## src/logic/sbc_pkg.sv

```systemverilog
// shared types, constants and decode helpers for the bank command logic
package sbc_pkg;

	// ---------------------------------------------------------------
	// timing, in ns as specified and in cycles of the 100 MHz clock
	// ---------------------------------------------------------------
	localparam int CLK_PERIOD_NS        = 10;
	localparam int WRITE_RECOVERY_NS    = 15;
	localparam int PRECHARGE_PERIOD_NS  = 20;
	localparam int SELF_REFRESH_EXIT_NS = 120;

	// least times round up to whole cycles
	localparam logic [7:0] WR_CYC  = 8'((WRITE_RECOVERY_NS
		+ CLK_PERIOD_NS - 1) / CLK_PERIOD_NS);
	localparam logic [7:0] RP_CYC  = 8'((PRECHARGE_PERIOD_NS
		+ CLK_PERIOD_NS - 1) / CLK_PERIOD_NS);
	localparam logic [7:0] XSR_CYC = 8'((SELF_REFRESH_EXIT_NS
		+ CLK_PERIOD_NS - 1) / CLK_PERIOD_NS);

	// ---------------------------------------------------------------
	// mode fields
	// ---------------------------------------------------------------
	localparam logic [2:0] BL_1    = 3'h0;
	localparam logic [2:0] BL_2    = 3'h1;
	localparam logic [2:0] BL_4    = 3'h2;
	localparam logic [2:0] BL_8    = 3'h3;
	localparam logic [2:0] BL_CONT = 3'h7;
	localparam logic [1:0] RL_3    = 2'h3;

	// ---------------------------------------------------------------
	// types
	// ---------------------------------------------------------------
	typedef enum logic [3:0] {
		CMD_INHIBIT = 4'h0,
		CMD_NOP     = 4'h1,
		CMD_ACT     = 4'h2,
		CMD_READ    = 4'h3,
		CMD_WRITE   = 4'h4,
		CMD_BT      = 4'h5,
		CMD_PRE     = 4'h6,
		CMD_REF     = 4'h7,
		CMD_LMR     = 4'h8
	} sbc_cmd_e;

	typedef enum logic [2:0] {
		BK_IDLE     = 3'h0,
		BK_ACTIVE   = 3'h1,
		BK_READ     = 3'h3,
		BK_WRITE    = 3'h2,
		BK_READ_AP  = 3'h6,
		BK_WRITE_AP = 3'h7,
		BK_WR_RECOV = 3'h5,
		BK_PRECHG   = 3'h4
	} sbc_bank_e;

	typedef enum logic [2:0] {
		PW_NORMAL  = 3'h0,
		PW_DOWN    = 3'h1,
		PW_SUSPEND = 3'h3,
		PW_SELF    = 3'h2,
		PW_SR_EXIT = 3'h6,
		PW_DEEP    = 3'h7
	} sbc_pwr_e;

	typedef struct packed {
		logic cs_b;
		logic ras_b;
		logic cas_b;
		logic we_b;
	} sbc_pins_s;

	typedef struct packed {
		sbc_pins_s  pins;
		logic [1:0] bank;
		logic       a10;
		logic       cke;
	} sbc_req_s;

	localparam sbc_req_s REQ_IDLE = '{pins: 4'hF, bank: 2'h0,
		a10: 1'b0, cke: 1'b1};

	// ---------------------------------------------------------------
	// helpers
	// ---------------------------------------------------------------
	function automatic sbc_cmd_e decode(input sbc_pins_s p);
		sbc_cmd_e c;
		c = CMD_NOP;
		if (p.cs_b)
			c = CMD_INHIBIT;
		else case ({p.ras_b, p.cas_b, p.we_b})
			3'h7: c = CMD_NOP;
			3'h3: c = CMD_ACT;
			3'h5: c = CMD_READ;
			3'h4: c = CMD_WRITE;
			3'h6: c = CMD_BT;
			3'h2: c = CMD_PRE;
			3'h1: c = CMD_REF;
			default: c = CMD_LMR;
		endcase
		return c;
	endfunction

	function automatic logic is_nop(input sbc_cmd_e c);
		return (c == CMD_NOP) || (c == CMD_INHIBIT);
	endfunction

	function automatic logic [3:0] burst_cols(input logic [2:0] code);
		logic [3:0] n;
		n = 4'h1;
		case (code)
			BL_2:    n = 4'h2;
			BL_4:    n = 4'h4;
			BL_8:    n = 4'h8;
			default: n = 4'h1;
		endcase
		return n;
	endfunction

endpackage

```

## src/logic/sbc_bank.sv

```systemverilog
// state of one bank: bursts, auto precharge and recovery timers
`timescale 1ns/10ps
module sbc_bank (
	input  wire logic             clk_i,
	input  wire logic             rst_b_i,
	input  wire logic             en_i,
	input  sbc_pkg::sbc_cmd_e     cmd_i,
	input  wire logic             hit_i,
	input  wire logic             other_rw_i,
	input  wire logic             ap_i,
	input  wire logic [2:0]       burst_length_i,
	input  wire logic             single_wr_i,
	output sbc_pkg::sbc_bank_e    state_o,
	output logic                  rd_issue_o,
	output logic                  wr_issue_o,
	output logic                  pre_start_o
);

	sbc_pkg::sbc_bank_e state_r, state_nxt;
	logic [3:0]         cnt_r, cnt_nxt;
	logic               cont_r, cont_nxt;
	logic [7:0]         tmr_r, tmr_nxt;
	logic               pre_r, pre_nxt;
	logic               last;

	assign last = !cont_r && (cnt_r == 4'h1);

	// ---------------------------------------------------------------
	// next state
	// ---------------------------------------------------------------
	always_comb begin
		state_nxt = state_r;
		cnt_nxt   = cnt_r;
		cont_nxt  = cont_r;
		tmr_nxt   = tmr_r;
		pre_nxt   = 1'b0;
		// one column per cycle while a burst runs
		if (state_r inside {sbc_pkg::BK_READ, sbc_pkg::BK_WRITE,
			sbc_pkg::BK_READ_AP, sbc_pkg::BK_WRITE_AP}) begin
			if (!cont_r)
				cnt_nxt = cnt_r - 4'h1;
			if (last) begin
				case (state_r)
					sbc_pkg::BK_READ_AP: begin
						state_nxt = sbc_pkg::BK_PRECHG;
						tmr_nxt   = sbc_pkg::RP_CYC;
						pre_nxt   = 1'b1;
					end
					sbc_pkg::BK_WRITE_AP: begin
						state_nxt = sbc_pkg::BK_WR_RECOV;
						tmr_nxt   = sbc_pkg::WR_CYC;
					end
					default: state_nxt = sbc_pkg::BK_ACTIVE;
				endcase
			end
		end
		// timed states count down
		if (state_r == sbc_pkg::BK_WR_RECOV) begin
			tmr_nxt = tmr_r - 8'h1;
			if (tmr_r <= 8'h1) begin
				state_nxt = sbc_pkg::BK_PRECHG;
				tmr_nxt   = sbc_pkg::RP_CYC;
				pre_nxt   = 1'b1;
			end
		end
		if (state_r == sbc_pkg::BK_PRECHG) begin
			tmr_nxt = tmr_r - 8'h1;
			if (tmr_r <= 8'h1)
				state_nxt = sbc_pkg::BK_IDLE;
		end
		// access to another bank cuts this burst short
		if (other_rw_i) begin
			case (state_r)
				sbc_pkg::BK_READ, sbc_pkg::BK_WRITE:
					state_nxt = sbc_pkg::BK_ACTIVE;
				sbc_pkg::BK_READ_AP: begin
					state_nxt = sbc_pkg::BK_PRECHG;
					tmr_nxt   = sbc_pkg::RP_CYC;
					pre_nxt   = 1'b1;
				end
				sbc_pkg::BK_WRITE_AP: begin
					state_nxt = sbc_pkg::BK_WR_RECOV;
					tmr_nxt   = sbc_pkg::WR_CYC;
				end
				default: ;
			endcase
		end
		// commands addressed to this bank
		if (hit_i) begin
			case (cmd_i)
				sbc_pkg::CMD_ACT:
					if (state_r == sbc_pkg::BK_IDLE)
						state_nxt = sbc_pkg::BK_ACTIVE;
				sbc_pkg::CMD_READ, sbc_pkg::CMD_WRITE:
					if (state_r inside {sbc_pkg::BK_ACTIVE,
						sbc_pkg::BK_READ, sbc_pkg::BK_WRITE}) begin
						if (cmd_i == sbc_pkg::CMD_READ)
							state_nxt = ap_i ? sbc_pkg::BK_READ_AP
								: sbc_pkg::BK_READ;
						else
							state_nxt = ap_i ? sbc_pkg::BK_WRITE_AP
								: sbc_pkg::BK_WRITE;
						cont_nxt = (burst_length_i == sbc_pkg::BL_CONT);
						cnt_nxt  = sbc_pkg::burst_cols(burst_length_i);
						if (cmd_i == sbc_pkg::CMD_WRITE && single_wr_i) begin
							cont_nxt = 1'b0;
							cnt_nxt  = 4'h1;
						end
					end
				sbc_pkg::CMD_BT:
					if (state_r inside {sbc_pkg::BK_READ,
						sbc_pkg::BK_WRITE})
						state_nxt = sbc_pkg::BK_ACTIVE;
				sbc_pkg::CMD_PRE:
					if (state_r inside {sbc_pkg::BK_ACTIVE,
						sbc_pkg::BK_READ, sbc_pkg::BK_WRITE}) begin
						state_nxt = sbc_pkg::BK_PRECHG;
						tmr_nxt   = sbc_pkg::RP_CYC;
						pre_nxt   = 1'b1;
					end
				default: ; // nop and inhibit keep going
			endcase
		end
	end

	// ---------------------------------------------------------------
	// registers, frozen while not enabled
	// ---------------------------------------------------------------
	always_ff @(posedge clk_i) begin
		if (!rst_b_i) begin
			state_r <= sbc_pkg::BK_IDLE;
			cnt_r   <= 4'h0;
			cont_r  <= 1'b0;
			tmr_r   <= 8'h0;
			pre_r   <= 1'b0;
		end else if (en_i) begin
			state_r <= state_nxt;
			cnt_r   <= cnt_nxt;
			cont_r  <= cont_nxt;
			tmr_r   <= tmr_nxt;
			pre_r   <= pre_nxt;
		end
	end

	assign state_o     = state_r;
	assign pre_start_o = pre_r;
	assign rd_issue_o  = state_r inside {sbc_pkg::BK_READ,
		sbc_pkg::BK_READ_AP};
	assign wr_issue_o  = state_r inside {sbc_pkg::BK_WRITE,
		sbc_pkg::BK_WRITE_AP};
endmodule

```

## src/logic/sbc_core.sv

```systemverilog
// command decode, clock-gate power states and four bank trackers
`timescale 1ns/10ps
module sbc_core #(
	parameter int NUM_BANKS = 4
) (
	input  wire logic             clk_i,
	input  wire logic             rst_b_i,
	input  wire logic             ce_i,
	input  wire logic             cke_i,
	input  sbc_pkg::sbc_pins_s    pins_i,
	input  wire logic [1:0]       bank_i,
	input  wire logic             a10_i,
	input  wire logic             write_burst_mode_bit_i,
	input  wire logic [2:0]       burst_length_i,
	input  wire logic [1:0]       read_latency_i,
	output sbc_pkg::sbc_pwr_e     pwr_state_o,
	output logic [3*NUM_BANKS-1:0] bank_state_o,
	output logic [NUM_BANKS-1:0]  pre_start_o,
	output logic                  all_idle_o,
	output logic                  rd_valid_o,
	output logic                  wr_capture_o
);

	// ---------------------------------------------------------------
	// pin synchroniser, two flops
	// ---------------------------------------------------------------
	sbc_pkg::sbc_req_s  meta_r, req_r;
	sbc_pkg::sbc_req_s  raw;

	assign raw = '{pins: pins_i, bank: bank_i, a10: a10_i, cke: cke_i};

	// first flop feeds only the second
	always_ff @(posedge clk_i) begin
		if (!rst_b_i) begin
			meta_r <= sbc_pkg::REQ_IDLE;
			req_r  <= sbc_pkg::REQ_IDLE;
		end else if (ce_i) begin
			meta_r <= raw;
			req_r  <= meta_r;
		end
	end

	// ---------------------------------------------------------------
	// decode and bank trackers
	// ---------------------------------------------------------------
	sbc_pkg::sbc_pwr_e  pwr_r, pwr_nxt;
	logic               cke_prev_r, cke_prev_nxt;
	logic [7:0]         xsr_r, xsr_nxt;
	sbc_pkg::sbc_cmd_e  cmd_raw, cmd_exec;
	logic               bank_en, exec, all_idle, any_burst;
	sbc_pkg::sbc_bank_e bstate [NUM_BANKS];
	logic [NUM_BANKS-1:0] rd_iss, wr_iss, pre_st;

	assign cmd_raw  = sbc_pkg::decode(req_r.pins);
	// banks advance only on normal, ungated edges
	assign bank_en  = ce_i && pwr_r == sbc_pkg::PW_NORMAL && req_r.cke;
	assign exec     = bank_en && cke_prev_r;
	assign cmd_exec = exec ? cmd_raw : sbc_pkg::CMD_NOP;

	genvar g;
	generate
		for (g = 0; g < NUM_BANKS; g++) begin : gen_bank
			logic hit, other;
			// precharge with a10 high addresses every bank
			assign hit = (req_r.bank == 2'(g))
				|| (cmd_exec == sbc_pkg::CMD_PRE && req_r.a10);
			assign other = (req_r.bank != 2'(g))
				&& (cmd_exec == sbc_pkg::CMD_READ
				|| cmd_exec == sbc_pkg::CMD_WRITE);
			sbc_bank u_bank (
				.clk_i          (clk_i),
				.rst_b_i        (rst_b_i),
				.en_i           (bank_en),
				.cmd_i          (cmd_exec),
				.hit_i          (hit),
				.other_rw_i     (other),
				.ap_i           (req_r.a10),
				.burst_length_i (burst_length_i),
				.single_wr_i    (write_burst_mode_bit_i),
				.state_o        (bstate[g]),
				.rd_issue_o     (rd_iss[g]),
				.wr_issue_o     (wr_iss[g]),
				.pre_start_o    (pre_st[g])
			);
			assign bank_state_o[3*g +: 3] = bstate[g];
		end
	endgenerate

	assign pre_start_o = pre_st;

	// all banks idle and no burst running
	always_comb begin
		all_idle  = 1'b1;
		any_burst = 1'b0;
		for (int i = 0; i < NUM_BANKS; i++) begin
			if (bstate[i] != sbc_pkg::BK_IDLE)
				all_idle = 1'b0;
			if (rd_iss[i] || wr_iss[i])
				any_burst = 1'b1;
		end
	end

	// ---------------------------------------------------------------
	// clock-gate power state machine
	// ---------------------------------------------------------------
	always_comb begin
		pwr_nxt      = pwr_r;
		xsr_nxt      = xsr_r;
		cke_prev_nxt = req_r.cke;
		case (pwr_r)
			sbc_pkg::PW_NORMAL:
				if (cke_prev_r && !req_r.cke) begin
					if (any_burst)
						pwr_nxt = sbc_pkg::PW_SUSPEND;
					else if (all_idle && cmd_raw == sbc_pkg::CMD_BT)
						pwr_nxt = sbc_pkg::PW_DEEP;
					else if (all_idle && cmd_raw == sbc_pkg::CMD_REF)
						pwr_nxt = sbc_pkg::PW_SELF;
					else if (sbc_pkg::is_nop(cmd_raw))
						pwr_nxt = sbc_pkg::PW_DOWN;
				end
			// gate still low holds state; gate high with nop or inhibit exits
			sbc_pkg::PW_DOWN:
				if (req_r.cke && sbc_pkg::is_nop(cmd_raw))
					pwr_nxt = sbc_pkg::PW_NORMAL;
			sbc_pkg::PW_SELF:
				if (req_r.cke && sbc_pkg::is_nop(cmd_raw)) begin
					pwr_nxt = sbc_pkg::PW_SR_EXIT;
					xsr_nxt = sbc_pkg::XSR_CYC;
				end
			sbc_pkg::PW_SR_EXIT: begin
				xsr_nxt = xsr_r - 8'h1;
				if (xsr_r <= 8'h1)
					pwr_nxt = sbc_pkg::PW_NORMAL;
			end
			sbc_pkg::PW_SUSPEND, sbc_pkg::PW_DEEP:
				if (req_r.cke)
					pwr_nxt = sbc_pkg::PW_NORMAL;
			default: pwr_nxt = sbc_pkg::PW_NORMAL;
		endcase
	end

	always_ff @(posedge clk_i) begin
		if (!rst_b_i) begin
			pwr_r      <= sbc_pkg::PW_NORMAL;
			xsr_r      <= 8'h0;
			cke_prev_r <= 1'b1;
		end else if (ce_i) begin
			pwr_r      <= pwr_nxt;
			xsr_r      <= xsr_nxt;
			cke_prev_r <= cke_prev_nxt;
		end
	end

	// ---------------------------------------------------------------
	// data strobes
	// ---------------------------------------------------------------
	logic rd_pipe_r, rd_pipe_nxt;
	logic rd_valid_r, rd_valid_nxt;
	logic wr_cap_r, wr_cap_nxt;
	logic idle_r;

	// read data leaves after latency 2 unless latency 3 is set; a write flushes it
	always_comb begin
		rd_pipe_nxt  = |rd_iss;
		rd_valid_nxt = (read_latency_i == sbc_pkg::RL_3)
			? rd_pipe_r : |rd_iss;
		wr_cap_nxt   = |wr_iss;
		if (cmd_exec == sbc_pkg::CMD_WRITE) begin
			rd_pipe_nxt  = 1'b0;
			rd_valid_nxt = 1'b0;
		end
	end

	// frozen during clock suspend so read data stays driven
	always_ff @(posedge clk_i) begin
		if (!rst_b_i) begin
			rd_pipe_r  <= 1'b0;
			rd_valid_r <= 1'b0;
			wr_cap_r   <= 1'b0;
			idle_r     <= 1'b1;
		end else if (ce_i) begin
			idle_r <= all_idle;
			if (bank_en) begin
				rd_pipe_r  <= rd_pipe_nxt;
				rd_valid_r <= rd_valid_nxt;
				wr_cap_r   <= wr_cap_nxt;
			end
		end
	end

	assign pwr_state_o  = pwr_r;
	assign all_idle_o   = idle_r;
	assign rd_valid_o   = rd_valid_r;
	assign wr_capture_o = wr_cap_r;
endmodule

```

## config.mk

```make
export PLATFORM = sky130hd
export DESIGN_NAME = sbc_core
export DESIGN_NICKNAME = d
export VERILOG_FILES = /design/src/logic/sbc_pkg.sv /design/src/logic/sbc_bank.sv /design/src/logic/sbc_core.sv
export SDC_FILE = /design/constraint.sdc
export NUM_CORES = 1
export LEC_CHECK = 0
export ABC_CLOCK_PERIOD_IN_PS = 2150
export BUFFER_PORTS_ARGS = -buffer_cell sky130_fd_sc_hd__buf_2
export CORE_MARGIN = 8
export CORE_UTILIZATION = 56
export DETAILED_ROUTE_END_ITERATION = 6
export HOLD_SLACK_MARGIN = 0.02
export MAX_ROUTING_LAYER = met4
export PLACE_DENSITY_LB_ADDON = 0.25
export REMOVE_ABC_BUFFERS = 1
export SLEW_MARGIN = 20
export SYNTH_ARGS = -nofsm -noshare
export SYNTH_HDL_FRONTEND = slang
export SYNTH_SLANG_ARGS = --single-unit
```

## constraint.sdc

```tcl
create_clock -name clk_i -period 2.15 [get_ports clk_i]
set_clock_uncertainty 0.1 [all_clocks]
set_input_delay 0.215 -clock clk_i [delete_from_list [all_inputs] [get_ports clk_i]]
set_output_delay 0.215 -clock clk_i [all_outputs]
set_load 0.02 [all_outputs]
```

Word-level counts from Yosys, hierarchy flattened

Index checks and enable logic that the tools add are counted.

Add/subtract/negate cells: 9
Order comparisons: 5
Eq/ne operators: 69
Mux-type cells: 196
Reduce and logical (&&, ||, !) cells: 84

Operator list:

| cell                                                                              | number |
|---|---|
| 8-bit 2-to-1 mux                                                                  | 45 |
| 3-bit 2-to-1 mux                                                                  | 60 |
| 4-bit 2-to-1 mux                                                                  | 23 |
| 3-bit == test (second input constant)                                             | 23 |
| 1-bit 2-to-1 mux                                                                  | 52 |
| 3-bit case mux with 4 select lines                                                | 4 |
| 3-bit by 2-bit == test with 1-bit output (second input constant)                  | 14 |
| 8-bit by 1-bit less-or-equal comparator with 1-bit output (second input constant) | 5 |
| 8-bit by 1-bit subtractor with 8-bit output (second input constant)               | 5 |
| 3-bit case mux with 3 select lines                                                | 4 |
| 4-bit case mux with 7 select lines                                                | 1 |
| 2-bit nonzero test                                                                | 14 |
| 3-bit case mux with 2 select lines                                                | 4 |
| 3-bit nonzero test                                                                | 8 |
| 3-bit by 1-bit == test with 1-bit output (second input constant)                  | 7 |
| 4-bit by 1-bit == test with 1-bit output (second input constant)                  | 5 |
| 4-bit by 3-bit == test with 1-bit output (second input constant)                  | 5 |
| 2-bit OR reduction                                                                | 10 |
| 1-bit logical AND                                                                 | 17 |
| 8-bit case mux with 2 select lines                                                | 1 |
| 4-bit AND reduction                                                               | 4 |
| 4-bit nonzero test                                                                | 4 |
| 4-bit by 1-bit subtractor with 4-bit output (second input constant)               | 4 |
| 3-bit logical NOT                                                                 | 5 |
| other kinds (16)                                                                  | 39 |

Register bits: 100
Input port bits: 17
Output and inout port bits: 22
Word-level logic and storage cells: 404

Depth between registers and ports, before layout

Gate-level depths: netlist of the first run.

Depth after elaboration: 13
Depth in mapped cells: 9
Mapped depth without buffers: 8

Hierarchy

A second synthesis of the first run with hierarchy kept.

Cells, all modules: 930
Area total of the unflattened synthesis: 7104.3 um^2

Modules (own cells, without submodules):

| module   | instances | cells each | area an instance (um^2) | sequential area each (um^2) |
|---|---|---|---|---|
| sbc_bank | 4         | 183        | 1356.3                  | 340.3 |
| sbc_core | 1         | 198        | 1679.1                  | 640.6 |

Least setup slack after synthesis of the first run

Ideal clock, no wire load.

Path kind: register to register
From: reg pwr_r[0], in the netlist pwr_state_o[0]
To: reg gen_bank[3].u_bank.tmr_r[3]
Library setup time: 0.070 ns
Arrival time: 2.077 ns
Data required time: 1.980 ns
Slack: -0.097 ns
Stages on the path, launching flop included: 10
Buffers on the path: 3
Clock period less this slack: 2.247 ns
Path through: dfxtp_1 buf_6 or3_1 buf_6 or3_1 buf_6 a211o_4 nor2_4 nand4_1 a21oi_1

Longest elaborated chain between the ends: 12
Elaborated cells on any way between the ends: 16
Those cells by class: eq/ne (3); mux (5); reduce/logical (8)

Ends and longest elaborated chain:

| what                                                                                                 | line                           | source |
|---|---|---|
| from (decl)                                                                                          | sbc_core.sv:46                 | `sbc_pkg::sbc_pwr_e pwr_r, pwr_nxt;` |
| from (signal assigned)                                                                               | sbc_core.sv:145                | `pwr_r <= sbc_pkg::PW_NORMAL;` |
| from (signal assigned)                                                                               | sbc_core.sv:149                | `pwr_r <= pwr_nxt;` |
| 3-bit logical NOT *                                                                                  | sbc_core.sv:56                 | `assign bank_en = ce_i && pwr_r == sbc_pkg::PW_NORMAL && req_r.cke;` |
| 1-bit logical AND * (2 in a row)                                                                     | sbc_core.sv:56                 |  |
| 1-bit logical AND                                                                                    | sbc_core.sv:57                 | `assign exec = bank_en && cke_prev_r;` |
| 4-bit 2-to-1 mux                                                                                     | sbc_core.sv:58                 | `assign cmd_exec = exec ? cmd_raw : sbc_pkg::CMD_NOP;` |
| 4-bit by 2-bit == test with 1-bit output or 4-bit by 3-bit == test with 1-bit output (tied branches) | sbc_core.sv:68, sbc_core.sv:69 |  |
| 1-bit logical OR                                                                                     | sbc_core.sv:69                 | `\|\| cmd_exec == sbc_pkg::CMD_WRITE);` |
| 1-bit logical AND                                                                                    | sbc_core.sv:68                 | `&& (cmd_exec == sbc_pkg::CMD_READ` |
| 8-bit 2-to-1 mux                                                                                     | sbc_bank.sv:72                 | `if (other_rw_i) begin` |
| 8-bit 2-to-1 mux                                                                                     | sbc_bank.sv:115                | `if (state_r inside {sbc_pkg::BK_ACTIVE,` |
| 8-bit 2-to-1 mux                                                                                     | sbc_bank.sv:90                 | `case (cmd_i)` |
| 8-bit 2-to-1 mux                                                                                     | sbc_bank.sv:89                 | `if (hit_i) begin` |
| to (signal assigned)                                                                                 | sbc_bank.sv:140                | `tmr_r <= tmr_nxt;` |
| to (decl)                                                                                            | sbc_bank.sv:22                 | `logic [7:0] tmr_r, tmr_nxt;` |

Mark *: on every way between the ends. The rest lies on a longest branch, timed or not.
A chain may end at the register's enable or synchronous reset.

Worst setup path in the final report of the first run

From: reg pwr_r[2], in the netlist pwr_state_o[2]
To: reg gen_bank[3].u_bank.tmr_r[3]

Same word-level chain as after synthesis.

==> results.tsv, run 1 <==
stage	metric	value	unit
layout	fillers	913	
power	cellLeakagePower	3.21	nW
clock_network	clk_latency	0.36	ns
synth	netlist_top_cells_count	110 x nand2_1, 100 x dfxtp_1, 82 x a21oi_1	
clock_network	cts.sinks	100	
synth	async_reset_ff_share	0	%
timing	slew_headroom	57.3	%
status	status	finished, final reports clean	
floorplan	initial_core_util	57.1	%
layout	fin_nets	1025	
power	peakVddDrop	1.04	mV
drt	routed_wirelength	21.9	mm
timing	setup_slack	0.0152	ns
drt	initialDrtViolationCount	808	
grt	track_usage	29.4	%
synth	synthCells	864	
placement	gp_congestion	1.02	
drt	drc	0	
synth	synth.most_common_cell	nand2_1	
placement	dp_hpwl	15.5	mm
floorplan	rows	39	
timing	setup_violations	0	
floorplan	die_w	124	µm
worst_setup_path	worstSetupStartpoint	pwr_state_o[2]	
timing	fmax	468	MHz
run	drv_cap	0	
synth	synth_seq_cells	100	
worst_setup_path	worstPathArrival	2.33	ns
clock_network	path_clk_slew	0.07	ns
clock_network	cts_buffer_depth	2	
worst_setup_path	endpoint	gen_bank[3].u_bank.tmr_r[3]	
synth	netlist_area	6490	µm²
grt	grt_pass1_wl	34.6	mm
timing	tightest_slew	0.632	ns
drt	routedWlPerCell	19.2	µm
power	p_per_area	501	nW/µm²
synth	synthXorXnorAreaFrac	0.810	%
worst_setup_path	crit_path_end_kind	flop	
synth	synth_flop_cell	dfxtp_1	
floorplan	dieArea	15300	µm²
layout	register_area	2020	µm²
clock_network	h-tree-depth	3	
drt	avgViaCountPerCell	6.46	
worst_setup_path	start_kind	flop	
synth	avgSynthCellArea	7.51	µm²
synth	netlist.area_leader.share	30.9	%
min_path	hold_path.class	primary input to flop	
worst_setup_path	r2r-end	gen_bank[3].u_bank.tmr_r[3]	
synth	synth_top_family_by_area	compound AO/OA/AOI/OAI gates	
drt	vias	7351	
synth	synthDistinctLibCells	80	
grt	antenna_found_initial	0	
layout	syn2layout_area_growth	25.5	%
synth	synth_top_area_cell	dfxtp_1	
grt	grt_pass1_vias	6930	
clock_network	cts-buffers-inserted	9	
clock_network	cts_tree	yes	
floorplan	fp.coreArea	11400	µm²
grt	grt-ovfl-total	0	
worst_setup_path	crit_fanout	7	
timing	setup_tns	0	ns
worst_setup_path	path_class	flop to flop	
timing	whs	0.109	ns
synth	ys_seq_area_share	30.9	%
drt	drtAntennaViolNets	0	
timing	grt_setup_unrepaired	true	
layout	drive_gt1_share	24.6	%
synth	synth_compound_area_share	28.9	%
grt	grt_max_degree	49	
synth	muxShareOfSynthArea	2.31	%
layout	num_antenna_cells	0	
worst_setup_path	ff2ff_setup_slack	0.02	ns
synth	synth-simple-area-share	27.8	%
worst_setup_path	worstReg2RegStart	pwr_state_o[2]	
placement	post-place-ws	-0.0940	ns
layout	multi_input_area	4320	µm²
timing	timing_hold_violations_final	0	
timing	min_period	2.13	ns
synth	yosysWarnings	0	
synth	netlist_top_cells_area	dfxtp_1 31%, nand2_1 6.4%, a21oi_1 6.3%	
worst_setup_path	reg2regPathDepth	6	
min_path	holdPathStages	3	
power	total_power	4.08	mW
placement	port_buffers	38	
worst_setup_path	crit_required	2.34	ns
floorplan	io_pins	39	
synth	synth_fa_ha_area_share	3.47	%
timing	period_share	99.3	%
timing	slew_violations	0	
drt	drt_first_pass_iters	5	
clock_network	root_buffer	clkbuf_16	
synth	synth_edf_count	0	
floorplan	fp.dieH	124	µm
## routing by layer
layer	share of wire (%)	global-route usage, %	vias to the layer above	wire (µm)
li1	-	-	3449	-
met1	43	36.0	3509	9310
met2	48	46.8	351	10500
met3	7.6	6.75	42	1660
met4	2.0	9.63	0	437
met5	0	-	-	0
## worst max-delay path, stage by stage, from the launching register on
cell and delay (ns):
dfxtp_1 0.33, or3_4 0.46, or3_1 0.44, a211o_4 0.35, nor2_4 0.12, nand4_1 0.11
a21oi_1 0.15
## area by class of cell
cell class	count	area share [%]
timing repair buffer	168	14.9
clock inverter	5	0.645
sequential	100	24.8
inverter	35	1.61
clock buffer	11	2.86
tap	143	2.20
multi-input combinational	676	53.0
## sequential cells by signal (all words and copies together), names as in the netlist
| register | cells |
|---|---|
| gen_bank.u_bank.state_o | 12 |
| gen_bank.u_bank.pre_start_o | 4 |
| cke_prev_nxt | 1 |
| pwr_state_o | 3 |
| gen_bank.u_bank.tmr_r | 32 |
| gen_bank.u_bank.cnt_r | 16 |
| rd_pipe_r | 1 |
| all_idle_o | 1 |
| rd_valid_o | 1 |
| gen_bank.u_bank.cont_r | 4 |
| cke_prev_r | 1 |
| xsr_r | 8 |
| req_r | 7 |
| wr_capture_o | 1 |
| meta_r | 8 |
## metrics by stage
step | util (%) | instance area [µm²] | std cells
floorplan | - | 6240 | 811
global placement | 65.9 | 7490 | 1107
detailed placement | 65.9 | 7490 | 1107
CTS | 69.8 | 7930 | 1135
global route | 71.6 | 8140 | 1138
finish | 71.6 | 8140 | 1138
## power by group
group	internal, mW	switching, mW	total (mW)
combinational	0.210	0.328	0.538
sequential	1.88	0.0278	1.91
clock	0.898	0.734	1.63
## layout by cell type, fill, tap and decap left out, types with 8 or more instances in the layout
cell type,Yosys,routed
or3_1,14,12
dlygate4sd3_1,0,8
inv_1,34,34
ha_1,18,17
clkbuf_16,0,9
o21ai_1,3,8
o21ai_0,66,59
nand4_1,10,10
nor3_1,33,31
a21oi_1,82,78
a31oi_1,10,10
buf_2,7,38
nand2b_1,10,10
mux2i_1,15,15
nand2_1,110,108
nand3_1,25,24
o22ai_1,10,10
dfxtp_1,100,93
nor4_1,15,13
buf_4,4,118
nor2_1,73,69
o2111ai_1,8,8
## how the worst min path moves through the flow
stage / start / endpoint / slack (ns)
2_1_floorplan: rst_b_i / all_idle_o / 0.18
3_3_place_gp: pins_i[1] / meta_r[5] / 0.33
3_5_place_dp: pins_i[1] / meta_r[5] / 0.34
4_1_cts: ce_i / cke_prev_r / 0.10
5_1_grt: ce_i / cke_prev_r / 0.13
6_report: ce_i / cke_prev_r / 0.11
## cells by family (layout without fill, tap and decap cells)
| logic type | Yosys count | in the layout |
|---|---|---|
| and+or+nand+nor | 353 | 353 |
| AOI/OAI and AO/OA | 284 | 284 |
| DFF | 100 | 100 |
| buffers and inverters | 88 | 219 |
| adders and majority gates | 18 | 18 |
| muxes | 15 | 15 |
| xor gates and xnor gates | 6 | 6 |
## what timing repair did
item                                    4_1_cts  5_1_grt
hold buffers                                  8        0
setup buffers                                 4        4
hold endpoints to repair                      8        0
endpoints found under the setup margin       29       47
pin swaps                                     2       11
gates resized for setup                      11       58
(Power assumes the default switching activity.)
==> run 2: changes to the inputs <==
SETUP_SLACK_MARGIN = 0.02   (was not set)
==> run 2 against run 1 <==
Net effect:
- final cell count grew 0.53%
- non-clock buffer count rose by 6
- largest power group unchanged
- highest routed layer unchanged
- final area grew 2.2%
- combinational power is 3% higher
- clock power barely moved
- critical path depth grew 2
- worst setup slack improved by 0.020 ns
- wire length up 1.5%
==> results.tsv, run 2 (synthesis gave the netlist of run 1 again) <==
stage	metric	value	unit	change
grt	grt.busiest_layer	met2		
power	total_power	4.10	mW	+0.38%
layout	largest_register_ffs	32		unchanged
drt	initialDrtViolationCount	798		-1.2%
grt	gr-usage-met2	46.8	%	+0.067 points
min_path	min_from	ce_i		
layout	fin_nets	1031		+0.59%
drt	drt_first_pass_iters	5		unchanged
timing	min_period	2.12	ns	-0.0198 ns
layout	drive_gt1_share	27.2	%	+2.5 points
grt	antenna_found_initial	0		unchanged
drt	avgViaCountPerCell	6.54		+1.3%
timing	slew_headroom	61.5	%	+4.2 points
worst_setup_path	worstSetupStartpoint	req_r[6]		
grt	track_usage	29.4	%	about the same
worst_setup_path	worstPathArrival	2.28	ns	-0.05 ns
timing	setup_violations	0		unchanged
floorplan	die_w	124	µm	unchanged
drt	vias	7485		+1.8%
floorplan	dieArea	15300	µm²	unchanged
grt	grt-ovfl-total	0		unchanged
grt	grt_pass1_wl	34.6	mm	+0.14%
power	peakVddDrop	1.05	mV	+1.6%
power	cellLeakagePower	3.26	nW	+1.7%
min_path	hold_path.class	primary input to flop		
layout	largest-register	gen_bank.u_bank.tmr_r		
worst_setup_path	path_class	flop to flop		
grt	met1_usage	35.9	%	-0.14 points
clock_network	cts_buffer_depth	2		unchanged
worst_setup_path	cp_num_buf_inv	2		+2
layout	instances_no_fill	1144		+0.53%
worst_setup_path	critPathMaxStageDelay	0.43	ns	-0.03 ns
run	drv_cap	0		unchanged
clock_network	cts.sinks	100		unchanged
timing	whs	0.116	ns	+0.00791 ns
layout	fillers	882		-3.4%
drt	routed_wirelength	22.2	mm	+1.5%
worst_setup_path	cp_top_family	simple AND/OR/NAND/NOR gates		
layout	syn2layout_area_growth	28.3	%	
clock_network	clk_latency	0.36	ns	about the same
placement	dp_hpwl	15.5	mm	unchanged
clock_network	root_buffer	clkbuf_16		
timing	timing_hold_violations_final	0		unchanged
worst_setup_path	crit_path_end_kind	flop		
layout	fin_area	8330	µm²	+2.2%
placement	gp_congestion	1.02		unchanged
floorplan	fp.dieH	124	µm	unchanged
timing	grt_setup_unrepaired	true		
floorplan	rows	39		unchanged
layout	num_antenna_cells	0		unchanged
timing	slew_violations	0		unchanged
status	status	finished, final reports clean		
worst_setup_path	crit_fanout	6		-1
worst_setup_path	start_kind	flop		
timing	period_share	98.4	%	-0.92 points
layout	layout_commonest_cell	buf_4		
worst_setup_path	crit_chain	or3b_4, buf_6, nor3_4, buf_4, nand3b_1, nand3_2, o21ai_2, a221oi_2		
layout	final_util	73.2	%	+1.6 points
clock_network	path_clk_slew	0.07	ns	about the same
clock_network	cts-buffers-inserted	9		unchanged
floorplan	initial_core_util	57.1	%	unchanged
worst_setup_path	crit_required	2.31	ns	-0.03 ns
clock_network	cts_tree	yes		
grt	grt_max_degree	49		unchanged
drt	drc	0		unchanged
worst_setup_path	worstReg2RegStart	req_r[6]		
timing	tightest_slew	0.578	ns	-0.0546 ns
drt	routedWlPerCell	19.4	µm	+0.96%
floorplan	io_pins	39		unchanged
placement	place_inst	1107		unchanged
worst_setup_path	cp_slowest_cell	or3b_4		
clock_network	h-tree-depth	3		unchanged
floorplan	fp.coreArea	11400	µm²	unchanged
drt	drtAntennaViolNets	0		unchanged
grt	grt_pass1_vias	6951		+0.30%
placement	dpl-instance-area	7490	µm²	unchanged
placement	port_buffers	38		unchanged
timing	fmax	473	MHz	+0.94%
grt	grt.met3_usage	6.53	%	-0.23 points
power	p_per_area	492	nW/µm²	-1.8%
layout	layout_common_cells	118 x buf_4, 108 x nand2_1, 90 x dfxtp_1		
[run 2: per-stage QoR]
step	setup slack [ns]	setup TNS, ns
finish	0.0350	0
global route	-0.0469	-0.170
CTS	0.0184	0
detailed placement	-0.0940	-0.797
global placement	-0.0635	-0.375
floorplan	-1.04	-43.52
[run 2: layout make-up]
| cell class | instances | area, µm² | area share, % |
|---|---|---|---|
| Clock buffer | 11 | 233 | 2.79 |
| Clock inverter | 5 | 52.6 | 0.631 |
| Inverter | 35 | 131 | 1.58 |
| Multi-Input combinational cell | 676 | 4430 | 53.2 |
| Sequential cell | 100 | 2020 | 24.2 |
| Tap cell | 143 | 179 | 2.15 |
| Timing Repair Buffer | 174 | 1280 | 15.4 |
[run 2: final timing paths]
| check | slack [ns] | endpoint | cells after the start |
|---|---|---|---|
| min | 0.12 | cke_prev_r | 3 |
| max | 0.03 | gen_bank[0].u_bank.cnt_r[1] | 8 |
| min reg2reg | 0.36 | gen_bank[3].u_bank.tmr_r[0] | 1 |
| max reg2reg | 0.03 | gen_bank[0].u_bank.cnt_r[1] | 8 |
[run 2: power by group]
group	switching [mW]	internal, mW	total [mW]
clock	0.734	0.898	1.63
combinational	0.337	0.216	0.552
sequential	0.0278	1.88	1.91
total	1.10	3.00	4.10
[run 2: repair_timing]
item	CTS	global route
setup buffers	4	10
hold buffers	8	0
pin swaps	4	22
gates resized for setup	17	85
endpoints found under the setup margin	39	49
hold endpoints to repair	8	0
[run 2: routing by layer]
layer / vias up / wire length, µm / part of all wire (%)
met4: 0 / 518 / 2.3
met1: 3587 / 9340 / 42
met5: - / 0 / 0
met3: 49 / 1810 / 8.1
met2: 378 / 10600 / 47
li1: 3471 / - / -
[run 2: tightest hold or removal path: stages]
cell      delay [ns]
buf_2           0.13
nand2b_1        0.11
nand3_1         0.07
==> run 3: changes to the inputs <==
==> constraint.sdc (replaced) <==
create_clock -name clk_i -period 2.15 [get_ports clk_i]
set_clock_uncertainty 0.1 [all_clocks]
set_input_delay 0.43 -clock clk_i [delete_from_list [all_inputs] [get_ports clk_i]]
set_output_delay 0.43 -clock clk_i [all_outputs]
set_load 0.02 [all_outputs]
==> run 3 against run 2 <==
Net effect:
- largest power group unchanged
- final cell count is 0.61% higher
- worst setup slack worse by 0.029 ns
- die area unchanged
- critical endpoint is now gen_bank[2].u_bank.cnt_r[0]
==> results.tsv, run 3 (synthesis gave the netlist of run 1 again) <==
stage	metric	value	unit	change
worst_setup_path	crit_fanout	7		+1
clock_network	cts_tree	yes		
layout	layout_common_cells	129 x buf_4, 108 x nand2_1, 88 x dfxtp_1		
grt	antenna_found_initial	0		unchanged
clock_network	cts_hold_buf	0		-8
layout	fin_nets	1038		+0.68%
clock_network	root_buffer	clkbuf_16		
worst_setup_path	crit_top_cell	buf_4		
timing	period_share	99.7	%	+1.4 points
status	status	finished, final reports clean		
worst_setup_path	start_kind	flop		
drt	initialDrtViolationCount	870		+9.0%
layout	largest-register	gen_bank.u_bank.tmr_r		
worst_setup_path	path_class	flop to flop		
drt	m1WireLength	9.23	mm	-1.2%
run	drv_cap	0		unchanged
power	cellLeakagePower	3.37	nW	+3.3%
worst_setup_path	cp_num_buf_inv	2		unchanged
drt	highest_layer	met4		
power	p_per_area	485	nW/µm²	-1.5%
power	peakVddDrop	0.691	mV	-34%
timing	min_period	2.14	ns	+0.0290 ns
drt	vias	7458		-0.36%
floorplan	fp.dieH	124	µm	unchanged
timing	grt_setup_unrepaired	true		
floorplan	initial_core_util	57.1	%	unchanged
drt	drt_first_pass_iters	6		+1
clock_network	path_clk_slew	0.07	ns	about the same
clock_network	cts-buffers-inserted	9		unchanged
drt	drtAntennaViolNets	0		unchanged
clock_network	cts.sinks	100		unchanged
drt	avgViaCountPerCell	6.48		-0.97%
clock_network	h-tree-depth	3		unchanged
power	total_power	4.07	mW	-0.69%
worst_setup_path	crit_chain	or3_4, nor2_4, buf_4, buf_4, o21ai_0, a221oi_1, nor2_1		
floorplan	fp.coreArea	11400	µm²	unchanged
worst_setup_path	cp_top_family	simple AND/OR/NAND/NOR gates		
timing	setup_violations	0		unchanged
drt	drc	0		unchanged
timing	slew_headroom	62.3	%	+0.77 points
drt	wl_met2	10.5	mm	-0.45%
layout	drive_gt1_share	28.5	%	+1.3 points
timing	fmax	466	MHz	-1.4%
grt	track_usage	29.2	%	-0.16 points
drt	met3_length	1.92	mm	+5.7%
placement	post-place-ws	-0.107	ns	-0.0135 ns
layout	final_util	73.8	%	+0.58 points
floorplan	io_pins	39		unchanged
grt	grt_pass1_wl	34.6	mm	about the same
worst_setup_path	crit_path_end_kind	flop		
min_path	hold_path.class	primary input to flop		
worst_setup_path	critPathMaxStageDelay	0.46	ns	+0.03 ns
floorplan	rows	39		unchanged
layout	syn2layout_area_growth	29.3	%	
grt	grt-ovfl-total	0		unchanged
grt	grt_max_degree	49		unchanged
floorplan	die_w	124	µm	unchanged
layout	fillers	881		-0.11%
layout	num_antenna_cells	0		unchanged
drt	routedWlPerCell	19.5	µm	+0.17%
floorplan	dieArea	15300	µm²	unchanged
clock_network	cts_buffer_depth	2		unchanged
timing	tightest_slew	0.566	ns	-0.0116 ns
worst_setup_path	cp_slowest_cell	or3_4		
clock_network	clk_latency	0.36	ns	about the same
drt	routed_wirelength	22.4	mm	+0.79%
timing	slew_violations	0		unchanged
worst_setup_path	worstPathArrival	2.27	ns	about the same
timing	timing_hold_violations_final	0		unchanged
placement	port_buffers	38		unchanged
timing	setup_slack	0.00595	ns	-0.0290 ns
placement	dp_hpwl	16.0	mm	+2.8%
placement	gp_congestion	0.982		-3.8%
layout	largest_register_ffs	32		unchanged
layout	layout_commonest_cell	buf_4		
worst_setup_path	crit_required	2.28	ns	-0.03 ns
grt	grt_pass1_vias	6978		+0.39%
==> run 3: cell count changes in the layout (fill, tap and decap cells not counted), sizes merged <==
| cell | before | now |
|---|---|---|
| buf | 166 | 181 |
| inv | 34 | 38 |
| clkbuf | 11 | 9 |
| bufinv | 1 | 0 |
| clkinv | 4 | 3 |
| dlygate4sd3 | 8 | 0 |
==> run 3: per-stage QoR <==
step | setup TNS [ns] | area, µm² | hold WS [ns] | instances
floorplan | -43.52 | 6240 | 0.328 | 811
CTS | -0.0707 | 7920 | 0.180 | 1134
global placement | -0.208 | 7580 | 0.342 | 1117
global route | -0.509 | 8390 | 0.189 | 1151
detailed placement | -0.979 | 7580 | 0.360 | 1117
finish | 0 | 8390 | 0.191 | 1151
==> run 3: worst paths after layout <==
| kind | start | endpoint | slack [ns] | cells after the start |
|---|---|---|---|---|
| worst min-delay path | cke_i | meta_r[0] | 0.19 | 3 |
| worst min register to register | gen_bank[3].u_bank.tmr_r[0] | gen_bank[3].u_bank.tmr_r[0] | 0.37 | 1 |
| worst max-delay path | pwr_state_o[2] | gen_bank[2].u_bank.cnt_r[0] | 0.006 | 7 |
| worst max register to register | pwr_state_o[2] | gen_bank[2].u_bank.cnt_r[0] | 0.006 | 7 |
==> run 3: repair_timing <==
action / CTS / global route
pin swaps: 2 / 25
resized for setup: 11 / 102
endpoints found under the hold margin: 0 / 0
buffers inserted: 1 / 18
setup endpoints to repair: 32 / 55
==> run 3: where the power goes <==
group | internal, mW | switching (mW) | leakage [nW]
clock | 0.806 | 0.788 | 0.139
combinational | 0.216 | 0.344 | 2.42
sequential | 1.88 | 0.0315 | 0.815
==> run 3: final cells by class <==
class                   count  area [µm²]  area share, %
multi-input cells         676        4440           52.9
inverters                  35         131           1.57
well taps                 143         179           2.13
flip-flops and latches    100        2030           24.2
clock buffers               9         225           2.68
repair buffers            181        1330           15.9
clock inverters             7        58.8          0.701
==> run 3: metal layers <==
layer	up-vias	GRT usage, %
li1	3479	-
met1	3498	36.1
met2	400	45.7
met3	81	5.94
met4	0	11.8
met5	-	-
==> run 3: tightest hold or removal path, stage by stage <==
cell and delay (ns):
buf_2 0.08, mux2i_1 0.06, nand2_1 0.06
